`config.mk`:
```
export PLATFORM = sky130hd
export DESIGN_NAME = plg_top
export DESIGN_NICKNAME = d
export VERILOG_FILES = /design/src/logic/plg_pkg.sv /design/src/logic/plg_top.sv
export SDC_FILE = /design/constraint.sdc
export NUM_CORES = 1
export LEC_CHECK = 0
export ABC_AREA = 0
export BUFFER_PORTS_ARGS = -buffer_cell sky130_fd_sc_hd__buf_4
export CAP_MARGIN = 20
export CELL_PAD_IN_SITES_DETAIL_PLACEMENT = 0
export CELL_PAD_IN_SITES_GLOBAL_PLACEMENT = 1
export CORE_ASPECT_RATIO = 1.1
export CORE_MARGIN = 1.5
export CORE_UTILIZATION = 40
export CTS_CLUSTER_DIAMETER = 100
export DETAILED_ROUTE_END_ITERATION = 10
export GPL_TIMING_DRIVEN = 0
export PLACE_DENSITY = 0.79
export SYNTH_ARGS = -nofsm -noshare
export SYNTH_HDL_FRONTEND = slang
export SYNTH_SLANG_ARGS = --single-unit
```
`constraint.sdc`:
```
create_clock -name aclk -period 6.2 [get_ports aclk]
set_input_delay 1.24 -clock aclk [delete_from_list [all_inputs] [get_ports aclk]]
set_output_delay 1.24 -clock aclk [all_outputs]
set_load 0.005 [all_outputs]
```
`src/logic/plg_pkg.sv`:
```
// Constants and types for the programmable pulse generator
package plg_pkg;
  localparam logic [7:0] CTRL_OFS = 8'h00;
  localparam logic [7:0] WIDTH_OFS = 8'h04;
  localparam logic [7:0] TRIG_OFS = 8'h08;
  localparam logic [7:0] DLY_OFS = 8'h0C;
  localparam logic [7:0] REF_OFS = 8'h10;
  localparam logic [7:0] STAT_OFS = 8'h14;
  localparam int CTRL_STB_BIT = 0;
  localparam int CTRL_GEN_BIT = 1;
  localparam int CTRL_TEN_BIT = 2;
  localparam int TRIG_DBN_LSB = 0;
  localparam int TRIG_EDGE_BIT = 6;
  localparam int DLY_LSB = 0;
  localparam int QUAL_LSB = 8;
  localparam int REFA_LSB = 0;
  localparam int REFB_LSB = 8;
  localparam int STAT_ACT_BIT = 0;
  localparam int STAT_WAIT_BIT = 1;
  localparam int STAT_DEB_BIT = 2;
  localparam int STAT_STOP_BIT = 3;
  localparam logic [5:0] TRIG_LAT = 6'h06;
  localparam logic [7:0] QUAL_UNIT = 8'h01;
  localparam logic [1:0] RESP_OKAY = 2'h0;
  localparam logic [1:0] RESP_SLVERR = 2'h2;
  typedef struct packed {
    logic trig_en;
    logic gen_en;
    logic strobe;
    logic [8:0] width;
    logic edge_sel;
    logic [5:0] dbnc;
    logic [4:0] dly;
    logic [2:0] qual;
    logic [4:0] ref_a;
    logic [3:0] ref_b;
  } plg_cfg_t;
  localparam plg_cfg_t CFG_RST = '0;
  typedef enum logic [1:0] {ST_IDLE, ST_WAIT, ST_ACTIVE} plg_state_t;
endpackage

```
`src/logic/plg_top.sv`:
```
// Programmable low pulse generator with AXI4-Lite registers
//
// Local design decisions: the placing of the registers and the AXI4-Lite slave port.
`timescale 1ns/1ns
module plg_top import plg_pkg::*; #(
  parameter int ADDR_W = 8
) (
  input wire logic aclk,
  input wire logic aresetn,
  input wire logic [ADDR_W-1:0] s_axi_awaddr,
  input wire logic s_axi_awvalid,
  output logic s_axi_awready,
  input wire logic [31:0] s_axi_wdata,
  input wire logic [3:0] s_axi_wstrb,
  input wire logic s_axi_wvalid,
  output logic s_axi_wready,
  output logic [1:0] s_axi_bresp,
  output logic s_axi_bvalid,
  input wire logic s_axi_bready,
  input wire logic [ADDR_W-1:0] s_axi_araddr,
  input wire logic s_axi_arvalid,
  output logic s_axi_arready,
  output logic [31:0] s_axi_rdata,
  output logic [1:0] s_axi_rresp,
  output logic s_axi_rvalid,
  input wire logic s_axi_rready,
  input wire logic trigger_comparator,
  input wire logic stop_comparator_a,
  input wire logic stop_comparator_b,
  input wire logic stop_comparator_c,
  output logic pulse_out_n,
  output logic [4:0] stop_ref_a_select,
  output logic [3:0] stop_ref_b_select
);
  plg_cfg_t cfg_r, cfg_nxt;
  logic stop_seen_r, stop_seen_nxt;
  logic [ADDR_W-1:0] aw_addr_r, aw_addr_nxt;
  logic aw_full_r, aw_full_nxt, awready_r, awready_nxt;
  logic [31:0] w_data_r, w_data_nxt;
  logic [3:0] w_strb_r, w_strb_nxt;
  logic w_full_r, w_full_nxt, wready_r, wready_nxt;
  logic bvalid_r, bvalid_nxt;
  logic [1:0] bresp_r, bresp_nxt, rresp_r, rresp_nxt;
  logic arready_r, arready_nxt, rvalid_r, rvalid_nxt;
  logic [31:0] rdata_r, rdata_nxt;
  logic wr_do, strobe_fall;
  logic [31:0] ctrl_w, width_w, trig_w, dly_w, ref_w, stat_w, cur_w, new_w, mask;
  logic [7:0] wr_ofs, rd_ofs;

  assign s_axi_awready = awready_r;
  assign s_axi_wready = wready_r;
  assign s_axi_bvalid = bvalid_r;
  assign s_axi_bresp = bresp_r;
  assign s_axi_arready = arready_r;
  assign s_axi_rvalid = rvalid_r;
  assign s_axi_rdata = rdata_r;
  assign s_axi_rresp = rresp_r;
  assign stop_ref_a_select = cfg_r.ref_a;
  assign stop_ref_b_select = cfg_r.ref_b;

  // Trigger debounce, edge detect and stop qualification
  logic trig_deb_r, trig_deb_nxt, trig_prev_r;
  logic [5:0] dbn_cnt_r, dbn_cnt_nxt;
  logic stop_a_prev_r, stop_b_prev_r;
  logic c_qual_r, c_qual_nxt;
  logic [7:0] c_low_cnt_r, c_low_cnt_nxt, qual_len;
  logic edge_evt, stop_evt;

  always_comb begin
    trig_deb_nxt = trig_deb_r;
    dbn_cnt_nxt = '0;
    if (trigger_comparator != trig_deb_r) begin
      if (dbn_cnt_r >= cfg_r.dbnc) begin
        trig_deb_nxt = trigger_comparator;
      end else begin
        dbn_cnt_nxt = dbn_cnt_r + 6'h01;
      end
    end
    // Shift range 0..7 keeps qualify length within 8 bits
    qual_len = QUAL_UNIT << cfg_r.qual;
    c_low_cnt_nxt = '0;
    c_qual_nxt = 1'b1;
    if (!stop_comparator_c) begin
      c_low_cnt_nxt = (c_low_cnt_r == 8'hFF) ? c_low_cnt_r : c_low_cnt_r + 8'h01;
      c_qual_nxt = c_qual_r && ((c_low_cnt_r + 8'h01) < qual_len);
    end
    edge_evt = cfg_r.edge_sel ? (trig_deb_r && !trig_prev_r) : (!trig_deb_r && trig_prev_r);
    stop_evt = (stop_a_prev_r && !stop_comparator_a) || (stop_b_prev_r && !stop_comparator_b) ||
               (c_qual_r && !c_qual_nxt);
  end

  always_ff @(posedge aclk) begin
    if (!aresetn) begin
      trig_deb_r <= 1'b1;
      trig_prev_r <= 1'b1;
      dbn_cnt_r <= '0;
      stop_a_prev_r <= 1'b0;
      stop_b_prev_r <= 1'b0;
      c_qual_r <= 1'b1;
      c_low_cnt_r <= '0;
    end else begin
      trig_deb_r <= trig_deb_nxt;
      trig_prev_r <= trig_deb_r;
      dbn_cnt_r <= dbn_cnt_nxt;
      stop_a_prev_r <= stop_comparator_a;
      stop_b_prev_r <= stop_comparator_b;
      c_qual_r <= c_qual_nxt;
      c_low_cnt_r <= c_low_cnt_nxt;
    end
  end

  // Pulse sequencer
  plg_state_t state_r, state_nxt;
  logic [5:0] wait_r, wait_nxt, total;
  logic [8:0] cnt_r, cnt_nxt, wlat_r, wlat_nxt;
  logic pulse_n_r, pulse_n_nxt;
  logic start_single, start_cont;

  always_comb begin
    start_single = strobe_fall && cfg_r.gen_en && !cfg_r.trig_en;
    start_cont = edge_evt && cfg_r.gen_en && cfg_r.trig_en;
    total = (start_cont ? TRIG_LAT : 6'h00) + {1'b0, cfg_r.dly};
    state_nxt = state_r;
    wait_nxt = wait_r;
    cnt_nxt = cnt_r;
    wlat_nxt = wlat_r;
    pulse_n_nxt = pulse_n_r;
    if (stop_evt) begin
      state_nxt = ST_IDLE;
      pulse_n_nxt = 1'b1;
    end else begin
      unique case (state_r)
        ST_IDLE: begin
          if (start_single || start_cont) begin
            wlat_nxt = cfg_r.width;
            cnt_nxt = 9'h001;
            if (total == 6'h00) begin
              state_nxt = ST_ACTIVE;
              pulse_n_nxt = 1'b0;
            end else begin
              state_nxt = ST_WAIT;
              wait_nxt = total - 6'h01;
            end
          end
        end
        ST_WAIT: begin
          if (wait_r == 6'h00) begin
            state_nxt = ST_ACTIVE;
            pulse_n_nxt = 1'b0;
          end else begin
            wait_nxt = wait_r - 6'h01;
          end
        end
        ST_ACTIVE: begin
          if (cnt_r >= wlat_r) begin
            state_nxt = ST_IDLE;
            pulse_n_nxt = 1'b1;
          end else begin
            cnt_nxt = cnt_r + 9'h001;
          end
        end
      endcase
    end
  end

  always_ff @(posedge aclk) begin
    if (!aresetn) begin
      state_r <= ST_IDLE;
      wait_r <= '0;
      cnt_r <= '0;
      wlat_r <= '0;
      pulse_n_r <= 1'b1;
    end else begin
      state_r <= state_nxt;
      wait_r <= wait_nxt;
      cnt_r <= cnt_nxt;
      wlat_r <= wlat_nxt;
      pulse_n_r <= pulse_n_nxt;
    end
  end
  assign pulse_out_n = pulse_n_r;

  // Register words and AXI4-Lite slave
  always_comb begin
    ctrl_w = '0;
    ctrl_w[CTRL_STB_BIT] = cfg_r.strobe;
    ctrl_w[CTRL_GEN_BIT] = cfg_r.gen_en;
    ctrl_w[CTRL_TEN_BIT] = cfg_r.trig_en;
    width_w = {23'h00_0000, cfg_r.width};
    trig_w = '0;
    trig_w[TRIG_DBN_LSB +: 6] = cfg_r.dbnc;
    trig_w[TRIG_EDGE_BIT] = cfg_r.edge_sel;
    dly_w = '0;
    dly_w[DLY_LSB +: 5] = cfg_r.dly;
    dly_w[QUAL_LSB +: 3] = cfg_r.qual;
    ref_w = '0;
    ref_w[REFA_LSB +: 5] = cfg_r.ref_a;
    ref_w[REFB_LSB +: 4] = cfg_r.ref_b;
    stat_w = '0;
    stat_w[STAT_ACT_BIT] = !pulse_n_r;
    stat_w[STAT_WAIT_BIT] = (state_r == ST_WAIT);
    stat_w[STAT_DEB_BIT] = trig_deb_r;
    stat_w[STAT_STOP_BIT] = stop_seen_r;
    wr_ofs = 8'(aw_addr_r) & 8'hFC;
    rd_ofs = 8'(s_axi_araddr) & 8'hFC;
    mask = {{8{w_strb_r[3]}}, {8{w_strb_r[2]}}, {8{w_strb_r[1]}}, {8{w_strb_r[0]}}};
    unique case (wr_ofs)
      CTRL_OFS: cur_w = ctrl_w;
      WIDTH_OFS: cur_w = width_w;
      TRIG_OFS: cur_w = trig_w;
      DLY_OFS: cur_w = dly_w;
      REF_OFS: cur_w = ref_w;
      default: cur_w = '0;
    endcase
    new_w = (cur_w & ~mask) | (w_data_r & mask);
  end

  always_comb begin
    wr_do = aw_full_r && w_full_r && !bvalid_r;
    strobe_fall = 1'b0;
    cfg_nxt = cfg_r;
    stop_seen_nxt = stop_seen_r;
    aw_addr_nxt = aw_addr_r;
    w_data_nxt = w_data_r;
    w_strb_nxt = w_strb_r;
    aw_full_nxt = aw_full_r;
    w_full_nxt = w_full_r;
    bvalid_nxt = bvalid_r && !s_axi_bready;
    bresp_nxt = bresp_r;
    if (s_axi_awvalid && awready_r) begin
      aw_addr_nxt = s_axi_awaddr;
      aw_full_nxt = 1'b1;
    end
    if (s_axi_wvalid && wready_r) begin
      w_data_nxt = s_axi_wdata;
      w_strb_nxt = s_axi_wstrb;
      w_full_nxt = 1'b1;
    end
    if (wr_do) begin
      aw_full_nxt = 1'b0;
      w_full_nxt = 1'b0;
      bvalid_nxt = 1'b1;
      bresp_nxt = RESP_OKAY;
      unique case (wr_ofs)
        CTRL_OFS: begin
          cfg_nxt.strobe = new_w[CTRL_STB_BIT];
          cfg_nxt.gen_en = new_w[CTRL_GEN_BIT];
          cfg_nxt.trig_en = new_w[CTRL_TEN_BIT];
          strobe_fall = cfg_r.strobe && !new_w[CTRL_STB_BIT];
        end
        WIDTH_OFS: cfg_nxt.width = new_w[8:0];
        TRIG_OFS: begin
          cfg_nxt.dbnc = new_w[TRIG_DBN_LSB +: 6];
          cfg_nxt.edge_sel = new_w[TRIG_EDGE_BIT];
        end
        DLY_OFS: begin
          cfg_nxt.dly = new_w[DLY_LSB +: 5];
          cfg_nxt.qual = new_w[QUAL_LSB +: 3];
        end
        REF_OFS: begin
          cfg_nxt.ref_a = new_w[REFA_LSB +: 5];
          cfg_nxt.ref_b = new_w[REFB_LSB +: 4];
        end
        STAT_OFS: begin
          if (new_w[STAT_STOP_BIT] && mask[STAT_STOP_BIT]) begin
            stop_seen_nxt = 1'b0;
          end
        end
        default: bresp_nxt = RESP_SLVERR;
      endcase
    end
    // Hardware stop overrides a same-cycle enable write
    if (stop_evt) begin
      cfg_nxt.trig_en = 1'b0;
      stop_seen_nxt = 1'b1;
    end
    awready_nxt = !aw_full_nxt;
    wready_nxt = !w_full_nxt;
    rvalid_nxt = rvalid_r && !s_axi_rready;
    rdata_nxt = rdata_r;
    rresp_nxt = rresp_r;
    if (s_axi_arvalid && arready_r) begin
      rvalid_nxt = 1'b1;
      rresp_nxt = RESP_OKAY;
      unique case (rd_ofs)
        CTRL_OFS: rdata_nxt = ctrl_w;
        WIDTH_OFS: rdata_nxt = width_w;
        TRIG_OFS: rdata_nxt = trig_w;
        DLY_OFS: rdata_nxt = dly_w;
        REF_OFS: rdata_nxt = ref_w;
        STAT_OFS: rdata_nxt = stat_w;
        default: begin
          rdata_nxt = '0;
          rresp_nxt = RESP_SLVERR;
        end
      endcase
    end
    arready_nxt = !rvalid_nxt;
  end

  always_ff @(posedge aclk) begin
    if (!aresetn) begin
      cfg_r <= CFG_RST;
      stop_seen_r <= 1'b0;
      aw_addr_r <= '0;
      w_data_r <= '0;
      w_strb_r <= '0;
      aw_full_r <= 1'b0;
      w_full_r <= 1'b0;
      awready_r <= 1'b0;
      wready_r <= 1'b0;
      bvalid_r <= 1'b0;
      bresp_r <= RESP_OKAY;
      arready_r <= 1'b0;
      rvalid_r <= 1'b0;
      rdata_r <= '0;
      rresp_r <= RESP_OKAY;
    end else begin
      cfg_r <= cfg_nxt;
      stop_seen_r <= stop_seen_nxt;
      aw_addr_r <= aw_addr_nxt;
      w_data_r <= w_data_nxt;
      w_strb_r <= w_strb_nxt;
      aw_full_r <= aw_full_nxt;
      w_full_r <= w_full_nxt;
      awready_r <= awready_nxt;
      wready_r <= wready_nxt;
      bvalid_r <= bvalid_nxt;
      bresp_r <= bresp_nxt;
      arready_r <= arready_nxt;
      rvalid_r <= rvalid_nxt;
      rdata_r <= rdata_nxt;
      rresp_r <= rresp_nxt;
    end
  end
endmodule
```
==> impl_metrics.tcl, run 1 <==
set metrics [dict create \
    synthMuxAreaShare_pct 4.580 \
    vias 5786 \
    worstSetupPathType "reg2reg" \
    grt_usage_pct 21.11 \
    cp_max_fo 7 \
    cts.sinks 124 \
    drt-pass1-iter-count 5 \
    tightest_slew_ns 0.9640 \
    instances_no_fill 1115 \
    start_util_pct 40.89 \
    cp-end-kind "flip-flop" \
    clkTransAtPathRegs_ns 0.06 \
    hold_viol_final 0 \
    synth_top_family_by_area "compound AO/OA/AOI/OAI gates" \
    crit_required_ns 6.51 \
    die_w_um 126.3 \
    final.setup.tns_ns 0 \
    crit_arrival_ns 4.03 \
    synth_top_cell_by_area "dfxtp_1" \
    htree_levels 4 \
    leakage_nw 3.657 \
    synth_area_leaders "dfxtp_1 37%, nand2_1 6.3%, ha_1 5.8%, o211a_1 5.2%, mux2i_1 3.7%" \
    crit-reg2reg-launch "trig_deb_r" \
    cts_tree "done" \
    drt-wirelength-per-cell_um 16.25 \
    place_inst 1082 \
    die_area_um2 17520 \
    synth-compound-area-share_pct 21.29 \
    synth-xor-area-share_pct 1.963 \
    syn-mean-instance-area_um2 8.450 \
    gp_congestion 0.8749 \
    r2r_slack_ns 2.48 \
    r2r_cells 11 \
    antenna_found_initial 0 \
    dr.first_iter.drc_count 435 \
    final.min_clock_period_ns 3.719 \
    report.final.slew_viol_count 0 \
    regToRegEndpoint "wait_r[5]" \
    cts_resized 0 \
    min_to "dbn_cnt_r[0]" \
    yosysSeqAreaShare_pct 37.09 \
    grt_pass1_vias 5336 \
    peakVddDrop_uv 202.7 \
    ys.flop_type "dfxtp_1" \
    drive_above_1_share_pct 16.58 \
    min_path_cells 1 \
    synth_top_area_share_pct 37.09 \
    synth_edf_count 0 \
    syn_to_final_growth_pct 22.25 \
    grt_overflow 0 \
    hp-class "reg2reg" \
    cts_hold_buf 0 \
    fmax_mhz 268.9 \
    cts_buffer_depth 2 \
    place_area_um2 7512 \
    grt_max_degree 17 \
    yosysUniqueCellTypes 62 \
    postSynth.asyncResetShare_pct 0 \
    synth_warnings 0 \
    p_per_area_nw_per_um2 255.0 \
    stdcell_area_um2 8182 \
    dp_hpwl_um 13570 \
    post-route-period-util_pct 59.98 \
    antennaDiodeCount 0 \
    maxCapViolCount 0 \
    viasPerCell 5.189 \
    worst_slack_ns 2.481 \
    die_h_um 138.7 \
    grt_pass1_wl_um 28530 \
    root_buffer "clkbuf_16" \
    antenna_left 0 \
    clock_latency_ns 0.43 \
    coreArea_um2 16370 \
    cts_setup_buffers 0 \
    skew_ns 0.01169 \
    routed_wl_um 18120 \
    syn_area_um2 6693 \
    pin_count 114 \
    rsz0062_at_grt "false" \
    outcome "completed" \
    yosys_register_bits 124 \
    cts_buffers 17 \
    drc_errors 0 \
    maxSlewHeadroom_pct 35.14 \
    holdCritStartpoint "dbn_cnt_r[0]" \
    pre_cts_ws_ns 2.526 \
    setup_viol 0 \
    synth-simple-area-share_pct 20.56 \
    core.rowCount 49 \
    fin_nets 993 \
    utilization_pct 49.98 \
    cp-start-kind "flip-flop" \
    io_buffer_count 64 \
    syn_inst 792 \
    synthAdderAreaFrac_pct 6.095 \
]
how the worst max path moves through the flow:
stage,startpoint,cells after the start,endpoint
after floorplan,cfg_r[23],11,wait_r[0]
after global placement,trig_deb_r,11,wait_r[5]
after detailed placement,trig_deb_r,11,wait_r[5]
after CTS,trig_deb_r,11,wait_r[4]
after global routing,trig_deb_r,11,wait_r[5]
final,trig_deb_r,11,wait_r[5]
state kept, by name, summed over array words and instances, names as in the netlist, 2 cells and up:
| signal | flops |
|---|---|
| cfg_r | 27 |
| s_axi_rdata | 12 |
| w_data_r | 12 |
| cnt_r | 9 |
| wlat_r | 9 |
| c_low_cnt_r | 8 |
| aw_addr_r | 6 |
| dbn_cnt_r | 6 |
| wait_r | 6 |
| stop_ref_a_select | 5 |
| stop_ref_b_select | 4 |
| state_r | 2 |
| w_strb_r | 2 |
cell type report:
class | instances | area, um^2
clock inverter | 13 | 211.5
inverter | 42 | 157.7
fill | 1587 | 8188
tap | 204 | 255.2
clock buffer | 19 | 452.9
timing repair buffer | 66 | 490.5
multi-input combinational | 573 | 3730
sequential | 124 | 2482
buffer | 74 | 401.6
Yosys cell counts (all sizes together) (2+ instances only):
library cell / instances
o21a: 3
or2: 5
a211o: 3
dfxtp: 124
and2: 14
and3: 10
nand3b: 12
nor2b: 18
nor3: 6
inv: 42
mux2i: 25
a21boi: 31
or3b: 6
a221oi: 2
o211ai: 8
a31oi: 6
mux4: 2
a22oi: 19
a22o: 3
o211a: 35
ha: 31
clkbuf: 36
o21ai: 27
o22ai: 8
nor2: 44
nand2b: 9
nand3: 28
or3: 2
xnor2: 7
nand2: 112
buf: 38
a21o: 7
nor4: 4
xor2: 8
a211oi: 3
nand4: 2
nor3b: 2
a21oi: 35
logic make-up after synthesis:
| family | count (synthesis) |
|---|---|
| other cells | 1 |
| xor+xnor | 15 |
| simple gates | 279 |
| flops | 124 |
| compound gates | 197 |
| mux | 28 |
| buf+inv | 116 |
| fa+ha+maj | 32 |
metrics by stage:
stage                power, W  hold slack [ns]
CTS                  0.002099           0.4625
floorplan           0.0009220           0.4256
detailed placement  0.0009791           0.4487
global placement    0.0009783           0.4393
global route         0.002154           0.4786
finish               0.002087           0.4555
placed cells by master, fill, tap and decap left out, types with 22 or more instances in the layout:
cell type and count:
dfxtp_1 124, nand2_1 112, buf_4 95, nor2_1 44, inv_1 42, clkbuf_1 36
o211a_1 35, a21oi_1 35, ha_1 31, a21boi_0 30, nand3_1 28, mux2i_1 25
o21ai_0 23, conb_1 22
layer usage:
metal | up-vias | GRT usage, % | part of all wire (%)
met2 | 162 | 32.91 | 46
met5 | - | 0 | 0
li1 | 2928 | - | -
met3 | 41 | 4.900 | 5.4
met4 | 0 | 9.558 | 2.9
met1 | 2655 | 27.82 | 46
critical path, stage by stage, from the launching register on:
cell and delay [ns]:
dfxtp_1 0.38, or3b_2 0.46, a21oi_1 0.49, ha_1 0.27
inv_1 0.05, fa_1 0.53, nor3b_1 0.21, o2111ai_1 0.23
and4bb_2 0.31, o211ai_2 0.37, mux2i_1 0.24, nor2b_1 0.06
power breakdown:
| part | switching (W) | internal, W |
|---|---|---|
| Sequential | 0.0000117 | 0.000813 |
| Combinational | 0.0000787 | 0.0000598 |
| Clock | 0.000386 | 0.000737 |
Note: power is estimated with default switching activity, not from simulation.
==> inputs of run 2 (changes only) <==
CORE_UTILIZATION = 38   (was 40)
PLACE_DENSITY = 0.78   (was 0.79)
clock period = 3.3 ns   (was 6.2 ns; I/O delays follow)
==> impl_metrics.tcl, run 2 (synthesis gave the netlist of run 1 again) <==
set metrics [dict create \
    outcome "completed" \
    grt_pass1_wl_um 28860 \
    rsz0062_at_grt "true" \
    hold_viol_final 0 \
    r2r_cells 11 \
    core.rowCount 50 \
    viasPerCell 5.128 \
    net-switching-power_w 0.0008420 \
    clkTransAtPathRegs_ns 0.05 \
    cp-startpoint "trig_deb_r" \
    post-route-period-util_pct 98.05 \
    io_buffer_count 64 \
    antenna_found_initial 0 \
    comb_power_share_pct 7.4 \
    maxSlewHeadroom_pct 36.19 \
    drt-pass1-iter-count 7 \
    p_int_w 0.002740 \
    fin_nets 994 \
    antenna_left 0 \
    dp_hpwl_um 13750 \
    tightest_slew_ns 0.9548 \
    crit-reg2reg-launch "trig_deb_r" \
    final.min_clock_period_ns 3.236 \
    regToRegEndpoint "wait_r[4]" \
    crit_arrival_ns 3.55 \
    hp-class "in2reg" \
    dr.first_iter.drc_count 380 \
    antennaDiodeCount 0 \
    final_common_cell "dfxtp_1" \
    grt_max_degree 17 \
    r2r_slack_ns 0.06 \
    htree_levels 4 \
    cp-start-kind "flip-flop" \
    peakVddDrop_uv 360.6 \
    grt_pass1_vias 5486 \
    fillCellCount 1775 \
    top_register "cfg_r" \
    clock_latency_ns 0.43 \
    drive_above_1_share_pct 17.36 \
    syn_to_final_growth_pct 22.43 \
    die_w_um 129.5 \
    drc_errors 0 \
    pin_count 114 \
    layout_common_cells "121 x dfxtp_1, 112 x nand2_1, 97 x buf_4, 44 x nor2_1, 41 x inv_1" \
    routed_wl_um 18500 \
    cts_tree "done" \
    report.final.slew_viol_count 0 \
    gp_congestion 0.8598 \
    final.setup.tns_ns 0 \
    p_per_area_nw_per_um2 437.1 \
    root_buffer "clkbuf_16" \
    fmax_mhz 309.0 \
    grt_overflow 0 \
    start_util_pct 39.04 \
    die_area_um2 18420 \
    leakage_nw 3.630 \
    power_w 0.003582 \
    maxCapViolCount 0 \
    coreArea_um2 17140 \
    grt_usage_pct 20.67 \
    utilization_pct 47.80 \
    drt-wirelength-per-cell_um 16.17 \
    vias 5867 \
    cts.sinks 124 \
    cts_buffers 17 \
    cp-endpoint "wait_r[4]" \
    ff_latch_area_um2 2491 \
    worstSetupPathType "reg2reg" \
    pwr-share-clk_pct 49.4 \
    p_seq_share_pct 43.2 \
    multi_input_area_um2 3795 \
    skew_ns 0.007036 \
    p_sw_share_pct 23.51 \
    largest_register_ffs 27 \
    cp-end-kind "flip-flop" \
    setup_viol 0 \
    crit_required_ns 3.61 \
    cts_buffer_depth 2 \
    cp_max_fo 7 \
    die_h_um 142.2 \
    worst_slack_ns 0.06424 \
    pre_cts_ws_ns -0.3769 \
]
## run 2: through the flow
stage,instances,hold WS [ns],cell area (um^2)
after detailed placement,1112,0.4450,7550
after CTS,1143,0.4387,8143
after floorplan,813,0.4256,6771
after global placement,1111,0.4351,7545
final,1144,0.4441,8194
after global routing,1144,0.4578,8194
## run 2: how the worst min path moves through the flow
stage	start	to	slack (ns)	cells after the start
6_report	stop_comparator_a	stop_a_prev_r	0.44	2
3_5_place_dp	c_qual_r	c_qual_r	0.44	1
4_1_cts	stop_comparator_a	stop_a_prev_r	0.44	2
5_1_grt	stop_comparator_a	stop_a_prev_r	0.46	2
3_3_place_gp	c_qual_r	c_qual_r	0.44	1
2_1_floorplan	dbn_cnt_r[0]	dbn_cnt_r[0]	0.43	1
## run 2: worst max-delay path, cell delays in order (launching register included)
cell	delay [ns]
dfxtp_4	0.36
or3b_4	0.41
a21oi_4	0.24
ha_4	0.17
inv_2	0.03
fa_1	0.55
nor3b_4	0.25
o2111ai_4	0.18
and4bb_2	0.32
o211ai_4	0.31
mux2i_1	0.24
nor2b_1	0.06
## run 2: power groups by stage
stage / combinational (W) / sequential [W] / clock [W]
finish: 0.000264 / 0.00155 / 0.00177
global route: 0.000289 / 0.00155 / 0.00187
CTS: 0.000261 / 0.00155 / 0.00179
detailed placement: 0.000258 / 0.00158 / 0
global placement: 0.000257 / 0.00158 / 0
floorplan: 0.000157 / 0.00157 / 0
## run 2: final cells by class
cell class / count / share of cell area (%)
Timing Repair Buffer: 67 / 6.108
Tap cell: 234 / 3.573
Clock buffer: 23 / 5.955
Inverter: 42 / 1.924
Sequential cell: 124 / 30.40
Multi-Input combinational cell: 573 / 46.31
Buffer: 74 / 4.932
Clock inverter: 7 / 0.7940
## run 2: metal layers
metal	GRT usage, %	wire, um
met1	26.57	8577
met2	33.73	8712
met3	3.647	698
met4	9.415	510
met5	0	0
## run 2: what timing repair did
item                       CTS  global route
cloned                       0             0
setup endpoints to repair    6             8
pin swaps                    2             6
gates resized for setup      6            15
setup buffers                1             1
hold buffers                 0             0
